<file path="src/dec_daw_pkg.sv">
// Package: constants and carriers for the decrement / decimal-adjust datapath.
// Assumes an 8-bit file register space of 16 banks and an APB register front end.
package dec_adj_pkg;

  // ----------------------------------------------------------------
  // Data and address widths
  // ----------------------------------------------------------------
  localparam int DATA_W = 8;
  localparam int BANK_W = 4;
  localparam int FADDR_W = 8;
  localparam int ADDR_W = 12;
  localparam logic [BANK_W-1:0] ACCESS_BANK = 4'h0;
  localparam logic [FADDR_W-1:0] ACCESS_SPLIT = 8'h80;
  localparam logic [BANK_W-1:0] ACCESS_HIGH_BANK = 4'hf;

  // ----------------------------------------------------------------
  // Arithmetic constants
  // ----------------------------------------------------------------
  localparam logic [DATA_W-1:0] DEC_STEP = 8'h01;
  localparam logic [3:0] BCD_MAX = 4'h9;
  localparam logic [3:0] BCD_FIX = 4'h6;

  // ----------------------------------------------------------------
  // APB register offsets (byte addresses)
  // ----------------------------------------------------------------
  localparam logic [7:0] OFF_CTRL = 8'h00;
  localparam logic [7:0] OFF_OPER = 8'h04;
  localparam logic [7:0] OFF_ACC = 8'h08;
  localparam logic [7:0] OFF_BANK = 8'h0c;
  localparam logic [7:0] OFF_FLAGS = 8'h10;
  localparam logic [7:0] OFF_STAT = 8'h14;

  // Field positions
  localparam int CTRL_GO = 0;
  localparam int CTRL_OP = 1;
  localparam int OPER_D = 8;
  localparam int OPER_A = 9;
  localparam int FL_C = 0;
  localparam int FL_DC = 1;

  // Reset values
  localparam logic [DATA_W-1:0] ACC_RST = 8'h00;
  localparam logic [BANK_W-1:0] BANK_RST = 4'h0;

  // Operation select
  typedef enum logic {OP_DEC, OP_ADJ} op_t;

  // Instruction fields carried as one unit
  typedef struct packed {
    logic dest_file;
    logic use_bank;
    logic [FADDR_W-1:0] faddr;
  } dec_instr_t;

  // File memory request
  typedef struct packed {
    logic we;
    logic [ADDR_W-1:0] addr;
    logic [DATA_W-1:0] wdata;
  } fmem_req_t;

endpackage : dec_adj_pkg

</file>
<file path="src/dec_daw_core.sv">
// Decrement-file and decimal-adjust datapath with APB register access.
// Assumes a single pclk domain and a synchronous file memory with 1-cycle read.
//
// Decided for this implementation: the register addresses and the APB interface to the registers.
`timescale 1ns/10ps

// Functional notes
// - Decrement reads addressed file register, subtracts one, sends result to destination.
// - Destination bit zero: result goes to accumulator, file register untouched.
// - Destination bit one: result written back to the same file register.
// - Bank-access bit zero: fixed access bank used, bank select ignored.
// - Bank-access bit one: address uses the bank select register.
module dec_adj_core
  import dec_adj_pkg::*;
(
  // Clock and reset
  input wire logic pclk,
  input wire logic presetn,
  // APB slave
  input wire logic psel,
  input wire logic penable,
  input wire logic pwrite,
  input wire logic [7:0] paddr,
  input wire logic [31:0] pwdata,
  output logic [31:0] prdata,
  output logic pready,
  output logic pslverr,
  // File memory
  output fmem_req_t fmem_req,
  input wire logic [DATA_W-1:0] fmem_rdata,
  // Status
  output logic busy
);

  typedef enum logic [1:0] {S_IDLE, S_READ, S_WRITE} state_t;

  state_t state_reg;
  dec_instr_t instr_reg;
  op_t op_reg;
  logic [DATA_W-1:0] acc_reg;
  logic [BANK_W-1:0] bank_select_register;
  logic carry_reg;
  logic digit_carry_flag;
  logic done_reg;
  logic [DATA_W-1:0] diff;
  logic [DATA_W-1:0] adj_out;
  logic adj_carry;
  logic [ADDR_W-1:0] full_addr;
  logic apb_wr;
  logic apb_rd;
  logic addr_ok;
  logic go;
  logic [DATA_W-1:0] last_result_reg;

  // ----------------------------------------------------------------
  // APB decode
  // ----------------------------------------------------------------
  // Zero-wait slave: every access completes in its access phase
  assign apb_wr = psel && penable && pwrite;
  assign apb_rd = psel && !penable && !pwrite;
  assign addr_ok = (paddr == OFF_CTRL) || (paddr == OFF_OPER) || (paddr == OFF_ACC)
                || (paddr == OFF_BANK) || (paddr == OFF_FLAGS) || (paddr == OFF_STAT);
  // Starting an op while busy is dropped, so software must poll status
  assign go = apb_wr && addr_ok && (paddr == OFF_CTRL) && pwdata[CTRL_GO]
           && (state_reg == S_IDLE);

  // ----------------------------------------------------------------
  // Helpers
  // ----------------------------------------------------------------
  // bank choice
  bank_addr_gen u_bank
  (
    .use_bank(instr_reg.use_bank),
    .bank_sel(bank_select_register),
    .faddr(instr_reg.faddr),
    .full_addr(full_addr)
  );

  bcd_adjust u_bcd
  (
    .din(acc_reg),
    .carry_in(carry_reg),
    .digit_carry_flag(digit_carry_flag),
    .dout(adj_out),
    .carry_out(adj_carry)
  );

  assign diff = fmem_rdata - DEC_STEP;

  // ----------------------------------------------------------------
  // Instruction registers
  // ----------------------------------------------------------------
  // Operand fields held while an op runs
  always_ff @(posedge pclk or negedge presetn)
  begin
    if (!presetn)
    begin
      instr_reg <= '{dest_file: 1'b1, use_bank: 1'b1, faddr: 8'h00};
      op_reg <= OP_DEC;
    end
    else if (apb_wr && paddr == OFF_OPER && state_reg == S_IDLE)
    begin
      instr_reg.faddr <= pwdata[FADDR_W-1:0];
      instr_reg.dest_file <= pwdata[OPER_D];
      instr_reg.use_bank <= pwdata[OPER_A];
    end
    else if (go)
      op_reg <= pwdata[CTRL_OP] ? OP_ADJ : OP_DEC;
  end

  // Bank select register
  always_ff @(posedge pclk or negedge presetn)
  begin
    if (!presetn)
      bank_select_register <= BANK_RST;
    else if (apb_wr && paddr == OFF_BANK)
      bank_select_register <= pwdata[BANK_W-1:0];
  end

  // ----------------------------------------------------------------
  // Sequencer
  // ----------------------------------------------------------------
  // Decimal adjust needs no memory, so it finishes straight from idle
  always_ff @(posedge pclk or negedge presetn)
  begin
    if (!presetn)
      state_reg <= S_IDLE;
    else
    begin
      case (state_reg)
        S_IDLE:
        begin
          if (go && !pwdata[CTRL_OP])
            state_reg <= S_READ;
        end
        S_READ: state_reg <= S_WRITE;
        S_WRITE: state_reg <= S_IDLE;
        default: state_reg <= S_IDLE;
      endcase
    end
  end

  // ----------------------------------------------------------------
  // Memory port
  // ----------------------------------------------------------------
  // Read issued on entry to S_READ; data valid in S_WRITE
  always_ff @(posedge pclk or negedge presetn)
  begin
    if (!presetn)
      fmem_req <= '0;
    else if (go && !pwdata[CTRL_OP])
      fmem_req <= '{we: 1'b0, addr: full_addr, wdata: ACC_RST};
    else if (state_reg == S_WRITE && instr_reg.dest_file)
      // write back to source
      // Reuses the held read address; a bank write mid-op cannot move it
      fmem_req <= '{we: 1'b1, addr: fmem_req.addr, wdata: diff};
    else
      fmem_req.we <= 1'b0;
  end

  // ----------------------------------------------------------------
  // Accumulator and flags
  // ----------------------------------------------------------------
  // Software writes win only when no op updates the same cycle
  always_ff @(posedge pclk or negedge presetn)
  begin
    if (!presetn)
      acc_reg <= ACC_RST;
    else if (state_reg == S_WRITE && !instr_reg.dest_file)
      acc_reg <= diff;
    else if (go && pwdata[CTRL_OP])
      acc_reg <= adj_out;
    else if (apb_wr && paddr == OFF_ACC)
      acc_reg <= pwdata[DATA_W-1:0];
  end

  // Carry flags; adjust leaves digit carry alone
  always_ff @(posedge pclk or negedge presetn)
  begin
    if (!presetn)
    begin
      carry_reg <= 1'b0;
      digit_carry_flag <= 1'b0;
    end
    else if (go && pwdata[CTRL_OP])
      carry_reg <= adj_carry;
    else if (apb_wr && paddr == OFF_FLAGS)
    begin
      carry_reg <= pwdata[FL_C];
      digit_carry_flag <= pwdata[FL_DC];
    end
  end

  // Last result and completion flag
  always_ff @(posedge pclk or negedge presetn)
  begin
    if (!presetn)
    begin
      last_result_reg <= ACC_RST;
      done_reg <= 1'b0;
    end
    else if (state_reg == S_WRITE)
    begin
      last_result_reg <= diff;
      done_reg <= 1'b1;
    end
    else if (go)
    begin
      last_result_reg <= pwdata[CTRL_OP] ? adj_out : last_result_reg;
      done_reg <= pwdata[CTRL_OP];
    end
  end

  // ----------------------------------------------------------------
  // APB read and answer
  // ----------------------------------------------------------------
  // Read data latched in setup so it is a flop in the access phase
  always_ff @(posedge pclk or negedge presetn)
  begin
    if (!presetn)
    begin
      prdata <= '0;
      pready <= 1'b0;
      pslverr <= 1'b0;
    end
    else
    begin
      pready <= psel && !penable;
      pslverr <= psel && !penable && !addr_ok;
      if (apb_rd)
      begin
        case (paddr)
          OFF_CTRL: prdata <= {31'h0, op_reg == OP_ADJ};
          OFF_OPER: prdata <= {22'h0, instr_reg.use_bank, instr_reg.dest_file,
                               instr_reg.faddr};
          OFF_ACC: prdata <= {24'h0, acc_reg};
          OFF_BANK: prdata <= {28'h0, bank_select_register};
          OFF_FLAGS: prdata <= {30'h0, digit_carry_flag, carry_reg};
          OFF_STAT: prdata <= {22'h0, done_reg, state_reg != S_IDLE, last_result_reg};
          default: prdata <= '0;
        endcase
      end
    end
  end

  // Busy flag from a flop
  always_ff @(posedge pclk or negedge presetn)
  begin
    if (!presetn)
      busy <= 1'b0;
    else
      busy <= (go && !pwdata[CTRL_OP]) || (state_reg == S_READ);
  end

  // ----------------------------------------------------------------
  // Checks
  // ----------------------------------------------------------------
  // Decrement results
  chk_dec_wb: assert property (@(posedge pclk) disable iff (!presetn)
    (state_reg == S_WRITE && instr_reg.dest_file) |=> (fmem_req.we
      && fmem_req.wdata == $past(fmem_rdata) - DEC_STEP))
    else $error("write back value wrong");
  chk_dec_acc: assert property (@(posedge pclk) disable iff (!presetn)
    (state_reg == S_WRITE && !instr_reg.dest_file) |=> (!fmem_req.we
      && acc_reg == $past(fmem_rdata) - DEC_STEP))
    else $error("accumulator result wrong");
  chk_seq_len: assert property (@(posedge pclk) disable iff (!presetn)
    (go && !pwdata[CTRL_OP]) |=> state_reg == S_READ ##1 state_reg == S_WRITE
      ##1 state_reg == S_IDLE)
    else $error("decrement sequence length wrong");
  // Bank addressing
  chk_access_bank: assert property (@(posedge pclk) disable iff (!presetn)
    !instr_reg.use_bank |-> full_addr[ADDR_W-1:FADDR_W] ==
      (instr_reg.faddr < ACCESS_SPLIT ? ACCESS_BANK : ACCESS_HIGH_BANK))
    else $error("access bank not used");
  chk_sel_bank: assert property (@(posedge pclk) disable iff (!presetn)
    instr_reg.use_bank |-> full_addr == {bank_select_register, instr_reg.faddr})
    else $error("bank select not used");
  // Decimal adjust
  chk_adj_lo: assert property (@(posedge pclk) disable iff (!presetn)
    (go && pwdata[CTRL_OP] && acc_reg[3:0] > BCD_MAX) |=>
      acc_reg[3:0] == $past(acc_reg[3:0]) + BCD_FIX)
    else $error("low nibble not adjusted");
  chk_adj_carry: assert property (@(posedge pclk) disable iff (!presetn)
    (go && pwdata[CTRL_OP] && carry_reg) |=> carry_reg)
    else $error("carry lost on adjust");
  chk_file_kept: assert property (@(posedge pclk) disable iff (!presetn)
    (state_reg == S_WRITE && !instr_reg.dest_file) |=> !fmem_req.we [*2])
    else $error("file written with acc dest");
  // Write-back must hit the word that was read, even if bank select moved
  chk_wb_addr: assert property (@(posedge pclk) disable iff (!presetn)
    (state_reg == S_WRITE && instr_reg.dest_file) |=> (fmem_req.addr
      == $past(fmem_req.addr)))
    else $error("write back address moved");
  // Status pin tracks the sequencer, high from go until the sequencer leaves S_WRITE
  chk_busy_level: assert property (@(posedge pclk) disable iff (!presetn)
    busy == (state_reg != S_IDLE))
    else $error("busy flag out of step");

endmodule : dec_adj_core

</file>
<file path="src/bank_addr_gen.sv">
// Forms a full file register address from an instruction's address field.
// Assumes combinational use inside the datapath, same clock domain.
`timescale 1ns/10ps
module bank_addr_gen
  import dec_adj_pkg::*;
(
  // Inputs
  input wire logic use_bank,
  input wire logic [BANK_W-1:0] bank_sel,
  input wire logic [FADDR_W-1:0] faddr,
  // Output
  output logic [ADDR_W-1:0] full_addr
);

  // ----------------------------------------------------------------
  // Bank choice
  // ----------------------------------------------------------------
  // Access bank maps low half to bank 0 and high half to the top bank
  always_comb
  begin
    if (use_bank)
      full_addr = {bank_sel, faddr};
    else if (faddr < ACCESS_SPLIT)
      full_addr = {ACCESS_BANK, faddr};
    else
      full_addr = {ACCESS_HIGH_BANK, faddr};
  end

endmodule : bank_addr_gen

</file>
<file path="src/bcd_adjust.sv">
// Decimal adjust of a packed BCD byte after addition.
// Assumes carry flags from the preceding add are supplied.
`timescale 1ns/10ps
module bcd_adjust
  import dec_adj_pkg::*;
(
  // Inputs
  input wire logic [DATA_W-1:0] din,
  input wire logic carry_in,
  input wire logic digit_carry_flag,
  // Outputs
  output logic [DATA_W-1:0] dout,
  output logic carry_out
);

  logic [4:0] lo_sum;
  logic [4:0] hi_sum;
  logic [3:0] hi_in;

  // ----------------------------------------------------------------
  // Nibble correction
  // ----------------------------------------------------------------
  // Low carry ripples into high nibble before its own test
  always_comb
  begin
    lo_sum = {1'b0, din[3:0]};
    if ((din[3:0] > BCD_MAX) || digit_carry_flag)
      lo_sum = {1'b0, din[3:0]} + {1'b0, BCD_FIX};
    hi_in = din[7:4] + {3'h0, lo_sum[4]};
    hi_sum = {1'b0, hi_in};
    if ((hi_in > BCD_MAX) || carry_in || (lo_sum[4] && hi_in == 4'h0))
      hi_sum = {1'b0, hi_in} + {1'b0, BCD_FIX};
    dout = {hi_sum[3:0], lo_sum[3:0]};
    carry_out = hi_sum[4] || carry_in || (lo_sum[4] && hi_in == 4'h0);
  end

endmodule : bcd_adjust

</file>
<file path="config.mk">
export PLATFORM = sky130hd
export DESIGN_NAME = dec_adj_core
export DESIGN_NICKNAME = d
export VERILOG_FILES = /design/src/dec_daw_pkg.sv /design/src/dec_daw_core.sv /design/src/bank_addr_gen.sv /design/src/bcd_adjust.sv
export SDC_FILE = /design/constraint.sdc
export NUM_CORES = 1
export LEC_CHECK = 0
export BUFFER_PORTS_ARGS = -buffer_cell sky130_fd_sc_hd__clkbuf_2
export CAP_MARGIN = 40
export CORE_AREA = 2 2 84 86
export DETAILED_ROUTE_END_ITERATION = 12
export DIE_AREA = 0 0 86 88
export PLACE_DENSITY = 0.92
export SLEW_MARGIN = 20
export SYNTH_ARGS = -nofsm -noshare
export SYNTH_HDL_FRONTEND = slang
export SYNTH_SLANG_ARGS = --single-unit
</file>
<file path="constraint.sdc">
create_clock -name pclk -period 5.25 [get_ports pclk]
set_input_delay 0.525 -clock pclk [delete_from_list [all_inputs] [get_ports pclk]]
set_output_delay 0.525 -clock pclk [all_outputs]
set_load 0.1 [all_outputs]
</file>
==> metrics.md <==
| Metric | Value |
|---|---|
| Crit-path max cell delay | `around 0.54 ns` |
| Switching share of power | `32.9%` |
| Most used cell along the critical path | `ha_1` |
| DRC viols | `0` |
| Sequential power share | `between 40% and 50%` |
| Die area | `about 0.0076 mm^2` |
| Peak Freq | `roughly 320 MHz` |
| Initial antenna violation count | `0` |
| Hold WC Path Type | `input pin to asynchronous set/reset pin` |
| Comb pwr share | `a little under a fifth` |
| # clock sinks | `70` |
| Row count | `30` |
| Synth unique cells | `between 50 and 60` |
| Crit Path Class | `flip-flop to flip-flop` |
| Pwr dens | `roughly 290 mW/mm^2` |
| Most common cell after layout, fill and taps aside | `dfrtp_1` |
| Leading cell types in the layout, fill and taps excluded | `dfrtp_1 (68), clkbuf_2 (64), nand2_1 (52), o21ai_0 (24), conb_1 (22)` |
| H-tree depth | `3` |
| Largest net degree at the start of global routing | `between 70 and 80` |
| Sw Pwr | `392 uW` |
| Total track usage | `roughly 25%` |
| Worst-case reg-to-reg path depth | `10` |
| CP Cell Sequence | `o21ai_0 > inv_1 > ha_1 > ha_1 > xor2_1 > inv_1 > ha_1 > mux2_2 > nor4_1 > o22a_1` |
| Reg2reg start | `acc_reg[2]` |
| Slew HR | `48.0%` |
| Setup bufs post-CTS | `0` |
| Post-CTS sizing | `0` |
| CP Capture Point | `acc_reg[7]` |
| Fin util | `between 60% and 70%` |
| Ant. Diodes | `0` |
| Clk slew on worst S/H paths | `about 0.07 ns` |
| Max_cap viols | `0` |
| Vias in the first global route | `approximately 2900` |
| RSZ-0062 raised after global routing | `false` |
| Via count | `3115` |
| Synth area leaders | `dfrtp_1 (47%), nand2_1 (5.4%), mux2_2 (5.3%)` |
| CP Launch Type | `flip-flop` |
| Ports | `about 110` |
| CP max FO | `5` |
| Final Setup Violations | `0` |
| CP Data Required Time | `between 5 and 6 ns` |
| Area growth from synthesis to layout | `13.8%` |
| Fillcell total | `526` |
| Die width | `between 80 and 90 um` |
| GRT overflow | `0` |
| Setup TNS | `0 ns` |
| DR iter-0 viols | `approximately 380` |
| WL final | `~9000 um` |
| Via density | `a little over 6` |
| Crit path capture type | `flip-flop` |
| Yosys top cell by area | `dfrtp_1` |
| Core area | `about 0.0066 mm^2` |
| Max-slew violations | `0` |
| Status | `completed` |
| Critical Path Slowest Stage Cell | `o21ai_0` |
| Clock buffer count from CTS | `9` |
| Initial Util | `a little over half` |
| Final worst-path cycle share | `roughly three fifths` |
| Top cell type's share of synthesized area | `between 40% and 50%` |
| Clock latency on the worst-skew pair | `0.35 ns` |
| Post-synth top flop | `dfrtp_1` |
| ANT nets after route | `0` |
| First-pass GRT wire length | `14500 um` |
| CTS tree | `done` |
| Worst Skew | `between 0.008 and 0.009 ns` |
| Post-layout minimum cycle time | `roughly 3.1 ns` |
| Post-CTS Hold Buffers | `0` |
| Hold Vio Cnt, Final | `0` |
| CP startpoint | `acc_reg[2]` |
| Post-synth EDFFs | `0` |
| Internal | `801 uW` |
| GPL Wtd Cong | `about 0.94` |
| Leakage | `about 0.0021 uW` |
| Max reg flops | `21` |
| RR Endpoint | `acc_reg[7]` |
| Hpwl dp | `between 6000 and 7000 um` |
| WL/cell | `around 17 um` |
| Synthesis Warnings | `0` |
| Drt first pass iters | `7` |
| Reg2Reg Setup Slack | `about 2.1 ns` |
| Syn_area_per_cell | `between 9 and 10 um^2` |
| Critical path arrival | `approximately 3.4 ns` |
| Async S/R FF share, synth | `between 90% and 100%` |
| CTS max path bufs | `2` |
| Post-synthesis register bit count | `70` |
| Synth Instances | `roughly 370` |
| I/O Buffers | `64` |
| Max VDD drop | `around 0.00020 V` |
| Layout cells sized above 1 | `25.5%` |
| Clk root buf | `clkbuf_8` |
| Mapped Area | `between 0.003 and 0.004 mm^2` |
| # nets final | `489` |
| Slew @ Worst Pin | `between 0.7 and 0.8 ns` |
| Sequential share of the synthesized area | `~48%` |
| Die Ht | `approximately 90 um` |
| Clk pwr share | `approximately 33%` |
==> cell usage after synthesis (all sizes together), types with 2 or more instances <==
master / instances
nor4: 7
nand2: 53
a21o: 4
a221o: 5
mux2i: 7
o31ai: 2
a21oi: 18
o221a: 3
nand2b: 4
buf: 25
o22a: 3
nor4b: 3
and4: 2
mux2: 18
or4: 2
nor3b: 3
ha: 5
or2: 2
nor2: 17
nand3: 12
nor2b: 4
nor3: 7
clkbuf: 10
and3: 3
xnor2: 7
o21ai: 24
o211ai: 2
dfstp: 2
inv: 12
o2bb2ai: 2
nand4: 2
or3: 2
dfrtp: 68
a22oi: 6
a222oi: 3
a221oi: 3
o21a: 2
==> critical path, delay by kind of cell, from the launching register on <==
family	cells	cell delay [ns]
AO/OA/AOI/OAI	2	0.73
XOR/XNOR	1	0.29
adder cells (fa/ha/maj)	3	0.66
buffers and inverters	2	0.21
flip-flops	1	0.45
multiplexers	1	0.26
AND/OR/NAND/NOR	1	0.43
==> layout make-up <==
class	instances	area, um^2	share of cell area (%)
Inverter	13	48.8	1.18
Multi-Input combinational cell	269	1680	40.7
Clock buffer	13	159	3.85
Clock inverter	3	20.0	0.485
Timing Repair Buffer	68	368	8.90
Tap cell	80	100	2.42
Sequential cell	70	1750	42.5
==> per-stage QoR <==
step / hold WS (ns) / power [uW] / area (um^2) / cells / setup slack, ns
detailed placement: 0.458 / 800 / 3910 / 497 / 2.26
global route: 0.125 / 1240 / 4130 / 516 / 1.96
floorplan: 0.229 / 761 / 3710 / 387 / 2.80
finish: 0.110 / 1190 / 4130 / 516 / 2.14
CTS: 0.409 / 1190 / 4090 / 513 / 2.22
global placement: 0.453 / 795 / 3910 / 497 / 2.34
==> power groups by stage <==
stage          clock network, uW  logic [uW]  registers, uW
2_1_floorplan                  0         147            614
3_3_place_gp                   0         218            576
3_5_place_dp                   0         223            577
4_1_cts                      400         223            567
5_1_grt                      425         243            569
6_report                     398         227            568
==> kinds of logic (layout without fill, tap and decap cells) <==
| logic type | count (synthesis) | after routing | synth area share, % |
|---|---|---|---|
| AO/OA/AOI/OAI | 83 | 83 | 15.5 |
| XOR/XNOR | 8 | 8 | 1.93 |
| adder cells (fa/ha/maj) | 5 | 5 | 1.72 |
| buffers and inverters | 48 | 97 | 7.55 |
| flip-flops | 70 | 70 | 48.3 |
| multiplexers | 25 | 25 | 7.62 |
| other | 1 | 22 | 0.103 |
| AND/OR/NAND/NOR | 126 | 126 | 17.3 |
==> how the worst min path moves through the flow <==
stage,startpoint,endpoint,slack (ns),depth (start not counted)
after floorplan,presetn,acc_reg[0],0.23,0
after global placement,fmem_req[9],fmem_req[9],0.45,2
after detailed placement,fmem_req[9],fmem_req[9],0.46,2
after CTS,presetn,op_reg,0.41,2
after global routing,presetn,bank_select_register[0],0.13,2
final,presetn,bank_select_register[0],0.11,2
==> metal layers <==
| layer | track usage (%) | routed length [um] | share of wire [%] |
|---|---|---|---|
| met2 | 39.5 | 4250 | 48 |
| met5 | 0 | 0 | 0 |
| met4 | 11.3 | 255 | 2.9 |
| met3 | 5.66 | 749 | 8.4 |
| met1 | 33.3 | 3670 | 41 |
No activity file was read; power rests on OpenSTA's default activity.
